`config.mk`:
```
export PLATFORM = sky130hd
export DESIGN_NAME = cable_fault_diagnostic_control
export DESIGN_NICKNAME = d
export VERILOG_FILES = /design/src/rtl/cable_fault_diagnostic_control.v /design/src/rtl/reset_sync.v /design/src/rtl/sat_pulse_counter.v
export VERILOG_INCLUDE_DIRS = /design/src /design/src/rtl
export SDC_FILE = /design/constraint.sdc
export NUM_CORES = 1
export LEC_CHECK = 0
export ABC_AREA = 1
export ABC_CLOCK_PERIOD_IN_PS = 4200
export BUFFER_PORTS_ARGS = -buffer_cell sky130_fd_sc_hd__buf_2
export CAP_MARGIN = 20
export CORE_MARGIN = 2
export CORE_UTILIZATION = 60
export DETAILED_ROUTE_END_ITERATION = 8
export GPL_ROUTABILITY_DRIVEN = 0
export PLACE_DENSITY = 0.86
export SLEW_MARGIN = 20
export SYNTH_ARGS = -nofsm -noshare
export SYNTH_HDL_FRONTEND = slang
export SYNTH_SLANG_ARGS = --single-unit
```
`constraint.sdc`:
```
create_clock -name core_clk -period 4.2 [get_ports core_clk]
set_clock_uncertainty 0.1 [all_clocks]
set_input_delay 0.84 -clock core_clk [delete_from_list [all_inputs] [get_ports core_clk]]
set_output_delay 0.84 -clock core_clk [all_outputs]
set_load 0.03 [all_outputs]
```
`src/rtl/cable_diag_consts.vh`:
```
// Constants for the cable fault diagnostic control block
// Behaviour
// Writing run bit one starts test, self-clears.
// Writing run bit zero stops running test.
// Run bit reads one while testing, zero done.
// Inhibit bit disables transmitter, holds test; code holds the test in its quiet phase only.
// Pair select 00..11 picks pairs A..D.
// View select picks result, high or low threshold.
// High pulse threshold defaults to 64.
// Low pulse threshold defaults to minus 64.
// Verdict: none, open, short, test failed.
// Verdict valid only in result view, idle.
// Software: distance equals 0.8 times (payload-22).
// Failed test bit 7 flags bad pulse width.
// Failed test bits 6..4 flag line activity causes.
// Failed test low/high pulse counts saturate at 3.
// Status bit 1 shows gigabit link good.
// Status bit 0 shows fast link good.
// Last verdict held until new test starts.
`ifndef CABLE_DIAG_CONSTS_VH
`define CABLE_DIAG_CONSTS_VH

// Register indices on the management register port
`define REG_IDX_CABLE_TEST     5'h12
`define REG_IDX_LINK_STATE     5'h13

// Cable test control/result field positions
`define FLD_RUN                15
`define FLD_TX_INHIBIT         14
`define FLD_PAIR_HI            13
`define FLD_PAIR_LO            12
`define FLD_VIEW_HI            11
`define FLD_VIEW_LO            10

// Link state field positions
`define FLD_LINK_1000          1
`define FLD_LINK_100           0

// View select encodings
`define VIEW_RESULT            2'h0
`define VIEW_THR_HIGH          2'h1
`define VIEW_THR_LOW           2'h2

// Verdict encodings
`define VERDICT_NORMAL         2'h0
`define VERDICT_OPEN           2'h1
`define VERDICT_SHORT          2'h2
`define VERDICT_FAILED         2'h3

// Failure cause bit positions within the payload
`define FAIL_BIT_WIDTH         7
`define FAIL_BIT_LONG_SIGNAL   6
`define FAIL_BIT_FAST_MASK     5
`define FAIL_BIT_FAST_PULSE    4

// Reset values and distance offset
`define THR_HIGH_DEF           10'h040
`define THR_LOW_DEF            10'h3c0
`define DIST_OFFSET            9'h016

// Timing
`define CLK_PERIOD_NS          10
`define PW_MAX_NS              152
`define PW_MIN_NS              48
`define PW_MAX_CYC             ((`PW_MAX_NS + `CLK_PERIOD_NS - 1) / `CLK_PERIOD_NS)
`define PW_MIN_CYC             (`PW_MIN_NS / `CLK_PERIOD_NS)
`define QUIET_CYC_DEF          64
`define BUSY_CYC_DEF           256
`define FIRE_CYC_DEF           2
`define LISTEN_CYC_DEF         255

`endif

```
`src/rtl/cable_fault_diagnostic_control.v`:
```
// Cable fault diagnostic control, result register and link state register
`timescale 1ns/1ns
`include "cable_diag_consts.vh"
module cable_fault_diagnostic_control #(
    parameter        QUIET_CYC  = `QUIET_CYC_DEF,
    parameter        BUSY_CYC   = `BUSY_CYC_DEF,
    parameter        FIRE_CYC   = `FIRE_CYC_DEF,
    parameter        LISTEN_CYC = `LISTEN_CYC_DEF,
    parameter [9:0]  THR_HIGH   = `THR_HIGH_DEF,
    parameter [9:0]  THR_LOW    = `THR_LOW_DEF
) (
    input  wire        core_clk,
    input  wire        nrst,
    input  wire [4:0]  reg_addr,
    input  wire [15:0] reg_wdata,
    input  wire        reg_wr,
    input  wire        reg_rd,
    output reg  [15:0] reg_rdata,
    output reg         reg_rdata_valid,
    input  wire [8:0]  sampled_echo_level,
    input  wire        fast_signal_mask,
    input  wire        fast_pulse_detect,
    input  wire        link_1000_good,
    input  wire        link_100_good,
    output reg         tx_enable,
    output reg         tdr_pulse,
    output reg  [1:0]  test_pair,
    output reg         test_active
);

    ////////////////////////////////////////////////////////////////////////////////
    // Reset and state encodings

    localparam [2:0] ST_IDLE   = 3'h0;
    localparam [2:0] ST_QUIET  = 3'h1;
    localparam [2:0] ST_FIRE   = 3'h2;
    localparam [2:0] ST_LISTEN = 3'h3;
    localparam [2:0] ST_DONE   = 3'h4;

    localparam [7:0] PW_MAX = `PW_MAX_CYC;
    localparam [7:0] PW_MIN = `PW_MIN_CYC;

    wire srst_n;

    reset_sync u_reset_sync (
        .core_clk (core_clk),
        .nrst     (nrst),
        .srst_n   (srst_n)
    );

    ////////////////////////////////////////////////////////////////////////////////
    // Control registers

    reg        run_r;
    reg        tx_inhibit_r;
    reg [1:0]  pair_r;
    reg [1:0]  view_r;
    reg [1:0]  verdict_r;
    reg [7:0]  payload_r;
    reg        link_1000_r;
    reg        link_100_r;

    wire wr_test  = reg_wr && (reg_addr == `REG_IDX_CABLE_TEST);
    wire start    = wr_test && reg_wdata[`FLD_RUN] && !run_r;
    wire abort    = wr_test && !reg_wdata[`FLD_RUN];
    wire finish;

    // Run bit: write one starts, write zero stops, hardware clears at end
    always @(posedge core_clk or negedge srst_n) begin
        if (!srst_n) begin
            run_r <= 1'b0;
        end else if (start) begin
            run_r <= 1'b1;
        end else if (abort) begin
            run_r <= 1'b0;
        end else if (finish) begin
            run_r <= 1'b0;
        end
    end

    // Plain read/write fields
    always @(posedge core_clk or negedge srst_n) begin
        if (!srst_n) begin
            tx_inhibit_r <= 1'b0;
            pair_r       <= 2'h0;
            view_r       <= `VIEW_RESULT;
        end else if (wr_test) begin
            tx_inhibit_r <= reg_wdata[`FLD_TX_INHIBIT];
            pair_r       <= reg_wdata[`FLD_PAIR_HI:`FLD_PAIR_LO];
            view_r       <= reg_wdata[`FLD_VIEW_HI:`FLD_VIEW_LO];
        end
    end

    ////////////////////////////////////////////////////////////////////////////////
    // Echo classification against the pulse thresholds

    wire signed [9:0] echo_s   = {sampled_echo_level[8], sampled_echo_level};
    wire signed [9:0] thr_hi_s = THR_HIGH;
    wire signed [9:0] thr_lo_s = THR_LOW;
    wire              above    = echo_s > thr_hi_s;
    wire              below    = echo_s < thr_lo_s;
    wire              line_hot = above || below;

    ////////////////////////////////////////////////////////////////////////////////
    // Test sequencer

    reg [2:0]  state_r;
    reg [15:0] quiet_cnt_r;
    reg [15:0] busy_cnt_r;
    reg [7:0]  time_r;
    reg [7:0]  first_time_r;
    reg [7:0]  width_r;
    reg        in_pulse_r;
    reg        pulse_pol_r;
    reg        first_seen_r;
    reg        first_pol_r;
    reg        first_done_r;
    reg        width_bad_r;
    reg [3:0]  fail_r;

    wire [1:0] low_cnt;
    wire [1:0] high_cnt;
    wire       clr_cnt   = start;
    wire       edge_in   = (state_r == ST_LISTEN) && line_hot && !in_pulse_r;
    wire [1:0] inc_cnt   = {edge_in && below, edge_in && above};
    wire [1:0] cnt_q [0:1];

    // One saturating counter per echo polarity: index 0 high, index 1 low
    genvar gi;
    generate
        for (gi = 0; gi < 2; gi = gi + 1) begin : g_pulse_cnt
            sat_pulse_counter #(
                .WIDTH (2)
            ) u_cnt (
                .core_clk (core_clk),
                .srst_n   (srst_n),
                .clr      (clr_cnt),
                .inc      (inc_cnt[gi]),
                .cnt_r    (cnt_q[gi])
            );
        end
    endgenerate

    assign high_cnt = cnt_q[0];
    assign low_cnt  = cnt_q[1];
    assign finish   = (state_r == ST_DONE);

    wire       width_ends = (state_r == ST_LISTEN) && in_pulse_r && !line_hot && !first_done_r;
    wire       width_out  = (width_r >= PW_MAX) || (width_r <= PW_MIN);
    wire [8:0] dist_sum   = {1'b0, first_time_r} + `DIST_OFFSET;

    // Sequencer: wait for a silent window, fire, then time and measure echoes
    always @(posedge core_clk or negedge srst_n) begin
        if (!srst_n) begin
            state_r      <= ST_IDLE;
            quiet_cnt_r  <= 16'h0000;
            busy_cnt_r   <= 16'h0000;
            time_r       <= 8'h00;
            first_time_r <= 8'h00;
            width_r      <= 8'h00;
            in_pulse_r   <= 1'b0;
            pulse_pol_r  <= 1'b0;
            first_seen_r <= 1'b0;
            first_pol_r  <= 1'b0;
            first_done_r <= 1'b0;
            width_bad_r  <= 1'b0;
            fail_r       <= 4'h0;
        end else if (abort) begin
            state_r <= ST_IDLE;
        end else begin
            case (state_r)
                ST_IDLE: begin
                    if (start) begin
                        state_r      <= ST_QUIET;
                        quiet_cnt_r  <= 16'h0000;
                        busy_cnt_r   <= 16'h0000;
                        first_seen_r <= 1'b0;
                        first_done_r <= 1'b0;
                        width_bad_r  <= 1'b0;
                        in_pulse_r   <= 1'b0;
                        fail_r       <= 4'h0;
                    end
                end
                ST_QUIET: begin
                    if (tx_inhibit_r) begin
                        quiet_cnt_r <= 16'h0000;
                    end else if (fast_signal_mask) begin
                        fail_r[`FAIL_BIT_FAST_MASK - 4] <= 1'b1;
                        state_r <= ST_DONE;
                    end else if (fast_pulse_detect) begin
                        fail_r[`FAIL_BIT_FAST_PULSE - 4] <= 1'b1;
                        state_r <= ST_DONE;
                    end else if (line_hot) begin
                        quiet_cnt_r <= 16'h0000;
                        busy_cnt_r  <= busy_cnt_r + 16'h0001;
                        if (busy_cnt_r == BUSY_CYC[15:0] - 16'h0001) begin
                            fail_r[`FAIL_BIT_LONG_SIGNAL - 4] <= 1'b1;
                            state_r <= ST_DONE;
                        end
                    end else if (quiet_cnt_r == QUIET_CYC[15:0] - 16'h0001) begin
                        state_r <= ST_FIRE;
                        time_r  <= 8'h00;
                    end else begin
                        busy_cnt_r  <= 16'h0000;
                        quiet_cnt_r <= quiet_cnt_r + 16'h0001;
                    end
                end
                ST_FIRE: begin
                    time_r <= time_r + 8'h01;
                    if (time_r == FIRE_CYC[7:0] - 8'h01) begin
                        state_r <= ST_LISTEN;
                        time_r  <= 8'h00;
                    end
                end
                ST_LISTEN: begin
                    time_r <= time_r + 8'h01;
                    if (edge_in) begin
                        in_pulse_r  <= 1'b1;
                        pulse_pol_r <= above;
                        width_r     <= 8'h01;
                        if (!first_seen_r) begin
                            first_seen_r <= 1'b1;
                            first_pol_r  <= above;
                            first_time_r <= time_r;
                        end
                    end else if (in_pulse_r) begin
                        if (line_hot && (above == pulse_pol_r)) begin
                            if (width_r != 8'hff) begin
                                width_r <= width_r + 8'h01;
                            end
                        end else begin
                            in_pulse_r <= 1'b0;
                        end
                    end
                    if (width_ends) begin
                        first_done_r <= 1'b1;
                        width_bad_r  <= width_out;
                    end
                    if (time_r == LISTEN_CYC[7:0] - 8'h01) begin
                        state_r <= ST_DONE;
                        if (in_pulse_r && !first_done_r) begin
                            width_bad_r <= 1'b1;
                        end
                    end
                end
                ST_DONE: begin
                    state_r <= ST_IDLE;
                end
                default: begin
                    state_r <= ST_IDLE;
                end
            endcase
        end
    end

    ////////////////////////////////////////////////////////////////////////////////
    // Verdict and payload, held until the next start

    // Latched once at the end of a test so reads never see a half result
    always @(posedge core_clk or negedge srst_n) begin
        if (!srst_n) begin
            verdict_r <= `VERDICT_NORMAL;
            payload_r <= 8'h00;
        end else if (start) begin
            verdict_r <= `VERDICT_NORMAL;
            payload_r <= 8'h00;
        end else if (finish && !abort) begin
            if ((fail_r != 4'h0) || width_bad_r) begin
                verdict_r <= `VERDICT_FAILED;
                payload_r <= {width_bad_r, fail_r[2:0], low_cnt, high_cnt};
            end else if (!first_seen_r) begin
                verdict_r <= `VERDICT_NORMAL;
                payload_r <= 8'h00;
            end else begin
                verdict_r <= first_pol_r ? `VERDICT_OPEN : `VERDICT_SHORT;
                payload_r <= dist_sum[8] ? 8'hff : dist_sum[7:0];
            end
        end
    end

    ////////////////////////////////////////////////////////////////////////////////
    // Link state capture and pin outputs

    always @(posedge core_clk or negedge srst_n) begin
        if (!srst_n) begin
            link_1000_r <= 1'b0;
            link_100_r  <= 1'b0;
            tx_enable   <= 1'b0;
            tdr_pulse   <= 1'b0;
            test_pair   <= 2'h0;
            test_active <= 1'b0;
        end else begin
            link_1000_r <= link_1000_good;
            link_100_r  <= link_100_good;
            tx_enable   <= !tx_inhibit_r;
            tdr_pulse   <= (state_r == ST_FIRE);
            test_pair   <= pair_r;
            test_active <= run_r;
        end
    end

    ////////////////////////////////////////////////////////////////////////////////
    // Register read port

    reg [9:0]  low_view;
    reg [15:0] rd_mux;

    // Low ten bits change meaning with the view select field
    always @* begin
        case (view_r)
            `VIEW_RESULT:   low_view = {verdict_r, payload_r};
            `VIEW_THR_HIGH: low_view = THR_HIGH;
            `VIEW_THR_LOW:  low_view = THR_LOW;
            default:        low_view = 10'h000;
        endcase
    end

    // Unmapped indices read as zero
    always @* begin
        case (reg_addr)
            `REG_IDX_CABLE_TEST: rd_mux = {run_r, tx_inhibit_r, pair_r, view_r, low_view};
            `REG_IDX_LINK_STATE: rd_mux = {14'h0000, link_1000_r, link_100_r};
            default:             rd_mux = 16'h0000;
        endcase
    end

    // Read data is registered one cycle after the strobe
    always @(posedge core_clk or negedge srst_n) begin
        if (!srst_n) begin
            reg_rdata       <= 16'h0000;
            reg_rdata_valid <= 1'b0;
        end else begin
            reg_rdata_valid <= reg_rd;
            if (reg_rd) begin
                reg_rdata <= rd_mux;
            end
        end
    end

endmodule // cable_fault_diagnostic_control

```
`src/rtl/reset_sync.v`:
```
// Reset synchroniser: asynchronous assert, release through two flip-flops
`timescale 1ns/1ns
module reset_sync (
    input  wire core_clk,
    input  wire nrst,
    output wire srst_n
);

    reg [1:0] sync_r;

    // Release is aligned to the clock so no flop sees a partial release
    always @(posedge core_clk or negedge nrst) begin
        if (!nrst) begin
            sync_r <= 2'h0;
        end else begin
            sync_r <= {sync_r[0], 1'b1};
        end
    end

    assign srst_n = sync_r[1];

endmodule // reset_sync

```
`src/rtl/sat_pulse_counter.v`:
```
// Saturating event counter with synchronous clear
`timescale 1ns/1ns
module sat_pulse_counter #(
    parameter WIDTH = 2
) (
    input  wire             core_clk,
    input  wire             srst_n,
    input  wire             clr,
    input  wire             inc,
    output reg  [WIDTH-1:0] cnt_r
);

    // Sticks at all ones so a burst of echoes cannot wrap to a small count
    always @(posedge core_clk or negedge srst_n) begin
        if (!srst_n) begin
            cnt_r <= {WIDTH{1'b0}};
        end else if (clr) begin
            cnt_r <= {WIDTH{1'b0}};
        end else if (inc && (cnt_r != {WIDTH{1'b1}})) begin
            cnt_r <= cnt_r + {{(WIDTH-1){1'b0}}, 1'b1};
        end
    end

endmodule // sat_pulse_counter

```
==> results of run 1 <==
==> registers in the layout, summed over array words and instances (netlist names), 2 cells and up <==
name / count
u_reset_sync.sync_r: 2
verdict_r: 2
test_pair: 2
reg_rdata: 16
first_time_r: 8
time_r: 8
view_r: 2
fail_r: 3
state_r: 3
pair_r: 2
quiet_cnt_r: 16
busy_cnt_r: 16
width_r: 8
payload_r: 8
g_pulse_cnt.u_cnt.cnt_r: 4
==> cells in the mapped netlist, drive strengths merged (2+ instances only) <==
library cell	n	area share, %
a21oi	20	1.6
or2	7	0.65
o31ai	8	0.88
o41ai	5	0.65
inv	95	5.3
o21ai	36	2.9
a31oi	2	0.18
xor2	18	2.3
nor4	8	0.83
clkinv	2	0.11
nand2	292	17
clkbuf	11	0.61
nand4	21	1.9
a22oi	4	0.44
nand3	110	8.7
nor3	20	1.5
ha	12	2.2
o21bai	5	0.55
o22ai	4	0.37
xnor2	7	0.90
dfrtp	114	42
o211ai	2	0.22
nor2	98	6.2
buf	16	1.4
==> power by group through the flow <==
stage | sequential (mW) | clock [mW] | combinational, mW
floorplan | 1.37 | 0 | 0.798
global placement | 1.38 | 0 | 0.977
detailed placement | 1.39 | 0 | 1.00
CTS | 1.37 | 1.42 | 1.01
global route | 1.39 | 1.48 | 1.13
finish | 1.37 | 1.41 | 1.02
==> per-layer routing <==
layer	vias up	GRT usage (%)	share of wire, %
li1	3095	-	-
met1	2924	35.1	44
met2	225	44.8	47
met3	37	7.47	6.2
met4	0	11.3	2.1
met5	-	0	0
==> cells in the final DEF (no fill, tap or decap), drive strengths merged <==
master	count
inv	96
o22ai	4
o21bai	5
nor3	20
xor2	18
clkbuf	19
bufinv	2
o31ai	8
o41ai	5
conb	1
a22oi	4
or2	7
buf	52
clkinv	7
dfrtp	114
nor2	98
clkinvlp	5
nand3b	1
o211ai	2
ha	12
a21oi	20
nand4	21
nand3	110
xnor2	7
o21ai	36
nor4	8
a31oi	2
a41o	1
nand2	292
a211oi	1
==> logic make-up (layout without fill, tap and decap cells) <==
kind of cell | Yosys count | in the layout
AND/OR/NAND/NOR | 557 | 557
buffers and inverters | 124 | 181
AO/OA/AOI/OAI | 88 | 88
other | 1 | 1
flip-flops | 114 | 114
XOR/XNOR | 25 | 25
adder cells (fa/ha/maj) | 12 | 12
==> metrics by stage <==
| step | area [um^2] | util (%) | hold slack [ps] |
|---|---|---|---|
| floorplan | 6790 | - | 231 |
| detailed placement | 7100 | 64.9 | 242 |
| finish | 7680 | 70.2 | 91.5 |
| CTS | 7680 | 70.2 | 80.0 |
| global route | 7680 | 70.2 | 86.6 |
| global placement | 7100 | 64.9 | 238 |
==> worst max-delay path, cell delays in order <==
cell	delay (ps)
buf_2	110
nor2_4	140
nand3_2	280
nor2_2	470
a21oi_2	200
nor2_8	380
nand3_4	300
nand2_4	260
nand2_1	90
nand2_1	70
==> final timing paths <==
path                                                   from                          endpoint
hold / removal                                         nrst  u_reset_sync.sync_r[0]$_DFF_PN0_
hold reg to reg            u_reset_sync.sync_r[0]$_DFF_PN0_  u_reset_sync.sync_r[1]$_DFF_PN0_
setup / recovery                                reg_addr[3]        quiet_cnt_r[5]$_DFFE_PN0P_
max in group asynchronous  u_reset_sync.sync_r[1]$_DFF_PN0_             fail_r[1]$_DFFE_PN0P_
min in group core_clk      u_reset_sync.sync_r[0]$_DFF_PN0_  u_reset_sync.sync_r[1]$_DFF_PN0_
setup reg to reg                     state_r[1]$_DFFE_PN0P_         busy_cnt_r[6]$_DFFE_PN0P_
==> cell type report <==
| cell class | instances | area (um^2) | area share, % |
|---|---|---|---|
| repair buffers | 52 | 268 | 3.49 |
| well taps | 140 | 175 | 2.28 |
| clock buffers | 19 | 443 | 5.77 |
| inverters | 97 | 367 | 4.78 |
| clock inverters | 13 | 135 | 1.76 |
| flip-flops and latches | 114 | 2860 | 37.2 |
| multi-input cells | 683 | 3430 | 44.7 |
==> impl_metrics.csv, run 1 <==
group,metric,value,unit
status,outcome,"complete, no violations",
finish,nNetsFinal,1015,
global_route,grt_pass1_vias,5780,
power,clkPwrFrac,37.1,%
sta,slew_headroom,35.9,%
placement,post-dp-hpwl,10500,um
clock_network,clk_path_buf_depth,2,
synthesis,synth_top_family_by_area,"simple AND/OR/NAND/NOR gates",
clock_network,cts_setup_buffers,0,
synthesis,muxShareOfSynthArea,0,%
floorplan,die_w,110,um
finish,fillers,840,
power,p_leak,3.92,nW
sta,fmaxAchievable,344,MHz
sta,rsz0062_at_grt,"false",
synthesis,mappedNetlistArea,6790,um^2
synthesis,syn_area_per_cell,7.37,um^2
synthesis,yosysWarnings,0,
placement,dp_slack,938,ps
detailed_routing,drc,0,
finish,synthToLayoutAreaGrowth,13.1,%
sta,slew_violations,0,
detailed_routing,first_pass_iters,6,
placement,io_buffers,49,
synthesis,yosys.area_share.simple,37.1,%
sta,timing.final.crit_share,69.1,%
floorplan,die-area,12200,um^2
worst_setup_path,end_kind,"flip-flop",
synthesis,synth_edf_count,0,
clock_network,ctsResizeCount,0,
clock_network,cts_hold_buffers,0,
floorplan,initial_core_util,62.1,%
floorplan,die_h,110,um
clock_network,htreeDepth,4,
sta,tns,0,ps
global_route,grt_max_degree,74,
synthesis,yosys.cell_types.count,45,
global_route,grt_overflow,0,
global_route,grt_pass1_wl,26300,um
sta,setup_slack,1300,ps
sta,fin_crit,2900,ps
power,powerDensity,496,nW/um^2
detailed_routing,vias_per_cell,5.62,
worst_setup_path,arrival,3160,ps
finish,stdcell_count,1118,
synthesis,synth_fp_nets,971,
finish,layout-drive-gt1-share,13.8,%
placement,dp_cells,1086,
power,p_comb_share,26.8,%
worst_setup_path,reg2reg_depth,9,
worst_setup_path,ff2ff_setup_slack,1870,ps
clock_network,cts_buffers,17,
sta,setup_viol,0,
clock_network,cts_sinks,114,
floorplan,fp.coreArea,10900,um^2
synthesis,synth_xor_area_share,3.23,%
synthesis,synth-compound-area-share,8.02,%
finish,num_antenna_cells,0,
detailed_routing,postRouteAntennaNets,0,
power,p_int,2.38,mW
clock_network,cts_tree,"done",
global_route,antenna_found_initial,0,
worst_setup_path,path_class,"in2reg",
floorplan,rows,38,
power,pwr-share-seq,36.1,%
job,maxCapViolations,0,
floorplan,pin_count,60,
power,total_power,3.81,mW
synthesis,ys_seq_elements,114,
sta,worst_pin_slew,962,ps
synthesis,synthCells,921,
power,peakVddDrop,0.454,mV
clock_network,clkTransAtPathRegs,50,ps
detailed_routing,drt-wirelength-per-cell,14.2,um
worst_setup_path,cp.required,4460,ps
power,net-switching-power,1.43,mW
global_route,grt.total_usage,27.6,%
worst_setup_path,crit_path_max_fanout,23,
hold_path,min_path_type,"in2async",
power,swShare,37.6,%
detailed_routing,drt-initial-drc-count,605,
clock_network,clk_root_buffer_cell,"clkbuf_16",
detailed_routing,routed_wl,15900,um
worst_setup_path,critPathLaunchType,"primary input",
synthesis,synthAdderAreaFrac,2.21,%
clock_network,clkLatencyLatePin,430,ps
sta,hold_viol_final,0,
detailed_routing,num_vias,6281,
synthesis,ys_seq_area_share,42.0,%
synthesis,async_flop_share,100,%
synthesis,ys_dominant_reg_cell,"dfrtp_1",
(Power assumes the default switching activity.)
==> run 2: changes to the inputs <==
--- a/config.mk
+++ b/config.mk
@@ -6,15 +6,15 @@
 export SDC_FILE = /design/constraint.sdc
 export NUM_CORES = 1
 export LEC_CHECK = 0
-export ABC_AREA = 1
-export ABC_CLOCK_PERIOD_IN_PS = 4200
+export ABC_AREA = 0
+export ABC_CLOCK_PERIOD_IN_PS = 2350
 export BUFFER_PORTS_ARGS = -buffer_cell sky130_fd_sc_hd__buf_2
 export CAP_MARGIN = 20
 export CORE_MARGIN = 2
-export CORE_UTILIZATION = 60
+export CORE_UTILIZATION = 53
 export DETAILED_ROUTE_END_ITERATION = 8
 export GPL_ROUTABILITY_DRIVEN = 0
-export PLACE_DENSITY = 0.86
+export PLACE_DENSITY = 0.82
 export SLEW_MARGIN = 20
 export SYNTH_ARGS = -nofsm -noshare
 export SYNTH_HDL_FRONTEND = slang
==> constraint.sdc (replaced) <==
create_clock -name core_clk -period 2.35 [get_ports core_clk]
set_clock_uncertainty 0.1 [all_clocks]
set_input_delay 0.47 -clock core_clk [delete_from_list [all_inputs] [get_ports core_clk]]
set_output_delay 0.47 -clock core_clk [all_outputs]
set_load 0.03 [all_outputs]
==> run 2 against run 1 <==
Sequential power grew 74%. Global-route usage shrank 0.60 points. Highest routed layer unchanged. Critical path type is now reg2reg. First-iteration DRC count down 9.4%. Largest cell class is now registers. Synthesized cell count fell by 32%. Total power rose by 75%. Non-clock buffer count is 52 higher. Combinational power is 40% higher. Synthesized area fell by 13%.
==> impl_metrics.csv, run 2 <==
group,metric,value,unit
power,peakVddDrop,0.655,mV
synthesis,synthCells,622,
floorplan,fp.coreArea,10800,um^2
global_route,grt.total_usage,27.0,%
status,outcome,"complete, no violations",
finish,synthToLayoutAreaGrowth,25.3,%
sta,hold_viol_final,0,
synthesis,netlist_top_cells_area,"dfrtp_1, nor2_1, nand2_1",
worst_setup_path,arrival,2570,ps
finish,layout-drive-gt1-share,23.2,%
global_route,antenna_found_initial,0,
floorplan,die_w,109,um
global_route,grt_overflow,0,
sta,timing.final.crit_share,96.2,%
finish,fillers,782,
finish,top_regs,"busy_cnt_r: 16 flops, quiet_cnt_r: 16 flops, reg_rdata: 16 flops",
worst_setup_path,reg2reg_depth,6,
worst_setup_path,path_cells,"nand2b_1 > nor2_1 > nand3_1 > or3_1 > nor2_4 > mux2_2",
worst_setup_path,slowest_delay,430,ps
power,total_power,6.67,mW
synthesis,ys_dominant_reg_cell,"dfrtp_1",
power,powerDensity,904,nW/um^2
clock_network,cts_sinks,114,
detailed_routing,drt-wirelength-per-cell,17.6,um
floorplan,die-area,12000,um^2
synthesis,synth_edf_count,0,
finish,final_cell_mix,"dfrtp_1, nor2_1, buf_2, buf_4, nand2_1",
hold_path,min_to,"pair_r[1]$_DFFE_PN0N_",
hold_path,whs_path_depth,2,
synthesis,synth_fp_nets,672,
detailed_routing,num_vias,5462,
finish,nNetsFinal,775,
worst_setup_path,path_class,"reg2reg",
synthesis,ys_seq_area_share,48.5,%
worst_setup_path,worstReg2RegStart,"state_r[2]$_DFFE_PN0P_",
worst_setup_path,crit_path_max_fanout,9,
job,maxCapViolations,0,
synthesis,ys_seq_elements,114,
sta,setup_viol,0,
worst_setup_path,ff2ff_setup_slack,90,ps
synthesis,syn_area_per_cell,9.46,um^2
clock_network,clk_path_buf_depth,2,
synthesis,yosys.cell_types.count,61,
synthesis,synth_top_cell_by_area,"dfrtp_1",
worst_setup_path,cp.required,2660,ps
detailed_routing,first_pass_iters,6,
placement,io_buffers,49,
floorplan,pin_count,60,
sta,slew_violations,0,
sta,fin_crit,2260,ps
clock_network,clkLatencyLatePin,540,ps
power,p_leak,3.40,nW
detailed_routing,drc,0,
sta,worst_pin_slew,648,ps
sta,fmaxAchievable,443,MHz
placement,post-dp-hpwl,10200,um
sta,whs,76.2,ps
clock_network,cts_tree,"done",
worst_setup_path,critPathLaunchType,"flip-flop",
hold_path,min_from,"reg_wdata[13]",
hold_path,min_path_type,"in2reg",
detailed_routing,vias_per_cell,6.22,
finish,post-route-util,68.0,%
synthesis,async_flop_share,100,%
floorplan,initial_core_util,54.3,%
sta,slew_headroom,56.6,%
detailed_routing,routed_wl,15400,um
worst_setup_path,worstReg2RegEnd,"first_time_r[3]$_DFFE_PN0P_",
synthesis,synthMostInstantiatedCell,"dfrtp_1",
floorplan,die_h,109,um
floorplan,rows,38,
clock_network,clkTransAtPathRegs,60,ps
finish,final_common_cell,"dfrtp_1",
finish,num_antenna_cells,0,
finish,stdcell_count,878,
clock_network,cts_buffers,17,
placement,dp_cells,840,
worst_setup_path,end_kind,"flip-flop",
global_route,grt_pass1_wl,25100,um
synthesis,mappedNetlistArea,5880,um^2
detailed_routing,postRouteAntennaNets,0,
clock_network,clk_root_buffer_cell,"clkbuf_8",
detailed_routing,drt-initial-drc-count,548,
worst_setup_path,slowest_stage,"dfrtp_1",
global_route,grt_max_degree,39,
synthesis,yosysWarnings,0,
global_route,grt_pass1_vias,5246,
synthesis,synth.top_cell.area_share,48.5,%
synthesis,synthTopCellsByCount,"dfrtp_1, nor2_1, nand2_1",
clock_network,htreeDepth,4,
## run 2: cell count changes after synthesis, sizes merged, moves of 13 or more
cell and change:
a21oi +13, a31oi +17, and3 +17, buf -14
inv -56, mux2 +14, nand2 -246, nand3 -79
nor2 -35, xor2 -13
## run 2: final cells by class
cell class                 instances  area [um^2]  area share [%]
tap                              140          175            2.38
sequential                       114         2860            38.7
clock buffer                      17          414            5.62
multi-input combinational        449         2840            38.5
clock inverter                    15          238            3.22
inverter                          39          146            1.99
timing repair buffer             104          703            9.54
## run 2: stage by stage
stage / TNS (ps) / instance area, um^2 / setup slack, ps
6_report: 0 / 7370 / 90.2
5_1_grt: -36.1 / 7370 / -23.0
4_1_cts: 0 / 7330 / 5.39
3_5_place_dp: -8100 / 6650 / -436
3_3_place_gp: -4910 / 6650 / -317
2_1_floorplan: -60.7 / 5900 / -12.0
## run 2: routing by layer
metal / track usage (%) / up-vias / part of all wire [%]
li1: - / 2462 / -
met1: 34.4 / 2653 / 41
met2: 43.2 / 274 / 49
met3: 6.76 / 73 / 6.2
met4: 13.0 / 0 / 3.7
met5: 0 / - / 0
## run 2: worst max-delay path by stage
stage                                    start                          end  slack (ps)  cells after the start
floorplan                          reg_addr[2]  quiet_cnt_r[13]$_DFFE_PN0P_         -10                      7
global placement                   reg_addr[2]    busy_cnt_r[6]$_DFFE_PN0P_        -320                      6
detailed placement                 reg_addr[2]   busy_cnt_r[11]$_DFFE_PN0P_        -440                      6
CTS                 quiet_cnt_r[0]$_DFFE_PN0P_        time_r[4]$_DFFE_PN0P_           5                      7
global route            width_r[0]$_DFFE_PN0P_       width_r[6]$_DFFE_PN0P_         -20                      8
finish                  state_r[2]$_DFFE_PN0P_  first_time_r[3]$_DFFE_PN0P_          90                      6
## run 2: worst max-delay path, delay by kind of cell (launching register included)
kind	cells	cell delay, ps
mux	1	390
simple gates	5	1210
flops	1	430
## run 2: cells by family (layout without fill, tap and decap cells)
kind of cell	Yosys count	count (layout)	synth area share, %
compound gates	151	151	17.2
xor+xnor	15	15	2.23
fa+ha+maj	12	12	2.55
buf+inv	59	175	3.91
flops	114	114	48.5
mux	20	20	3.70
other cells	1	1	0.0637
simple gates	250	250	21.8
## run 2: repair_timing
item                                    in CTS  in global routing
pin swaps                                    0                  3
buffers inserted                             0                  3
endpoints found under the setup margin      14                 18
cloned                                       0                  0
gates resized for setup                      1                  6
hold buffers                                 3                  0
hold endpoints to repair                     4                  0
## run 2: report_power, final
part	switching, mW	internal [mW]
logic	0.884	0.545
clock network	0.933	1.93
registers	0.199	2.18
total	2.02	4.65
==> run 3: changes to the inputs <==
--- a/config.mk
+++ b/config.mk
@@ -8,8 +8,9 @@
 export LEC_CHECK = 0
 export ABC_AREA = 0
 export ABC_CLOCK_PERIOD_IN_PS = 2350
-export BUFFER_PORTS_ARGS = -buffer_cell sky130_fd_sc_hd__buf_2
+export BUFFER_PORTS_ARGS = -buffer_cell sky130_fd_sc_hd__clkbuf_2
 export CAP_MARGIN = 20
+export CORE_ASPECT_RATIO = 1.1
 export CORE_MARGIN = 2
 export CORE_UTILIZATION = 53
 export DETAILED_ROUTE_END_ITERATION = 8
==> run 3 against run 2 <==
Combinational power is 4% lower. Routed wire length is 6.1% lower. First-iteration DRC count is 30% lower. Sequential cell count stayed put. Sequential share of layout area is 0.55 points higher. Worst setup slack better by 15 ps. Sequential power hardly changed. Final area is 1.4% lower. Register-to-register slack better by 20 ps. Global-route usage is 1.5 points lower. Worst hold slack worse by 21 ps.
==> impl_metrics.csv, run 3 (synthesis gave the netlist of run 2 again) <==
group,metric,value,unit
worst_setup_path,cp.required,2600,ps
worst_setup_path,slowest_stage,"dfrtp_1",
power,peakVddDrop,0.500,mV
detailed_routing,first_pass_iters,5,
finish,synthToLayoutAreaGrowth,23.5,%
placement,post-dp-hpwl,10200,um
power,p_leak,3.31,nW
global_route,grt_pass1_vias,5236,
global_route,grt_overflow,0,
clock_network,clkTransAtPathRegs,50,ps
finish,multi_input_comb_area,2860,um^2
finish,final_cell_mix,"dfrtp_1, nor2_1, clkbuf_2, nand2_1, buf_4",
sta,worst_pin_slew,533,ps
power,powerDensity,857,nW/um^2
finish,nNetsFinal,769,
sta,whs,54.9,ps
finish,final_common_cell,"dfrtp_1",
clock_network,clkLatencyLatePin,420,ps
global_route,grt.total_usage,25.5,%
worst_setup_path,path_cells,"or3b_1 > nand2b_2 > a31o_2 > nor2b_1 > or4_1 > nand2_1",
placement,dpl_cell_area,6630,um^2
floorplan,die_h,115,um
detailed_routing,drt-initial-drc-count,386,
sta,tns,0,ps
detailed_routing,postRouteAntennaNets,0,
floorplan,fp.coreArea,10900,um^2
floorplan,die-area,12000,um^2
finish,layout-drive-gt1-share,22.6,%
worst_setup_path,arrival,2500,ps
detailed_routing,routed_wl,14500,um
worst_setup_path,slowest_delay,500,ps
finish,num_antenna_cells,0,
clock_network,cts_buffers,17,
clock_network,htreeDepth,4,
placement,dp_cells,844,
detailed_routing,drt-wirelength-per-cell,16.5,um
finish,fillers,824,
global_route,grt_pass1_wl,24500,um
worst_setup_path,critPathLaunchType,"flip-flop",
detailed_routing,vias_per_cell,6.02,
global_route,grt_max_degree,50,
sta,rsz0062_at_grt,"true",
detailed_routing,num_vias,5288,
placement,io_buffers,49,
floorplan,rows,40,
sta,fin_crit,2240,ps
finish,top_regs,"busy_cnt_r: 16 flops, quiet_cnt_r: 16 flops, reg_rdata: 16 flops",
finish,stdcell_count,878,
clock_network,cts_tree,"done",
sta,timing.final.crit_share,95.5,%
worst_setup_path,crit_path_max_fanout,9,
sta,setup_viol,0,
sta,hold_viol_final,0,
clock_network,clk_root_buffer_cell,"clkbuf_16",
worst_setup_path,path_class,"reg2reg",
detailed_routing,drc,0,
sta,slew_violations,0,
global_route,antenna_found_initial,0,
floorplan,die_w,104,um
hold_path,min_path_type,"in2reg",
sta,slew_headroom,64.5,%
sta,fmaxAchievable,446,MHz
clock_network,clk_path_buf_depth,2,
finish,post-route-util,66.9,%
worst_setup_path,end_kind,"flip-flop",
clock_network,cts_sinks,114,
floorplan,initial_core_util,54.2,%
job,maxCapViolations,0,
finish,design_area,7270,um^2
floorplan,pin_count,60,
finish,seqCellArea,2860,um^2
status,outcome,"complete, no violations",
[run 3: cell count changes in the layout (fill, tap and decap cells not counted), sizes merged]
cell,delta
bufinv,-4
dlygate4sd3,-2
clkinv,-2
inv,-1
buf,-53
clkbuf,+53
clkinvlp,+2
[run 3: path summary, 6_finish.rpt]
check | start | to | slack, ps | depth (start not counted)
min reg2reg | u_reset_sync.sync_r[1]$_DFF_PN0_ | state_r[1]$_DFFE_PN0P_ | 140 | 0
max reg2reg | state_r[0]$_DFFE_PN0P_ | quiet_cnt_r[11]$_DFFE_PN0P_ | 110 | 6
max in group asynchronous | u_reset_sync.sync_r[1]$_DFF_PN0_ | reg_rdata[14]$_DFFE_PN0P_ | 1420 | 1
min in group asynchronous | u_reset_sync.sync_r[1]$_DFF_PN0_ | state_r[1]$_DFFE_PN0P_ | 140 | 0
max | state_r[0]$_DFFE_PN0P_ | quiet_cnt_r[11]$_DFFE_PN0P_ | 110 | 6
min | link_100_good | link_100_r$_DFF_PN0_ | 50 | 1
[run 3: critical path, delay by kind of cell, from the launching register on]
| family | cells | cell delay, ps |
|---|---|---|
| DFF | 1 | 500 |
| and+or+nand+nor | 5 | 1340 |
| AOI/OAI and AO/OA | 1 | 240 |
[run 3: final cells by class]
type	instances	area share (%)
timing repair buffer	98	8.99
clock buffer	21	6.34
inverter	39	2.01
multi-input combinational	449	39.3
sequential	114	39.3
clock inverter	10	1.51
tap	147	2.53
[run 3: per-layer routing]
layer / vias to the layer above / global-route usage (%) / routed length, um
met5: - / 0 / 0
met4: 0 / 12.6 / 328
met3: 34 / 5.92 / 735
met2: 176 / 43.7 / 7500
met1: 2621 / 30.5 / 5930
li1: 2457 / - / -
[run 3: timing repair]
action,in CTS,in global routing
endpoints found under the setup margin,1,32
hold buffers,1,0
pin swaps,0,3
resized for setup,0,9
hold endpoints to repair,2,0
buffers inserted,0,2
[run 3: per-stage QoR]
stage                     power [mW]  setup slack [ps]
after detailed placement        3.73              -150
after floorplan                 3.25             -12.0
after global routing            6.53             -5.68
after global placement          3.67              -104
final                           6.23               105
after CTS                       6.24             -15.5
[run 3: report_power, final]
group          internal (mW)  leakage, nW  switching [mW]
registers               2.18         1.49           0.201
clock network           1.60        0.271           0.886
logic                  0.545         1.56           0.823
total                   4.32         3.31            1.91
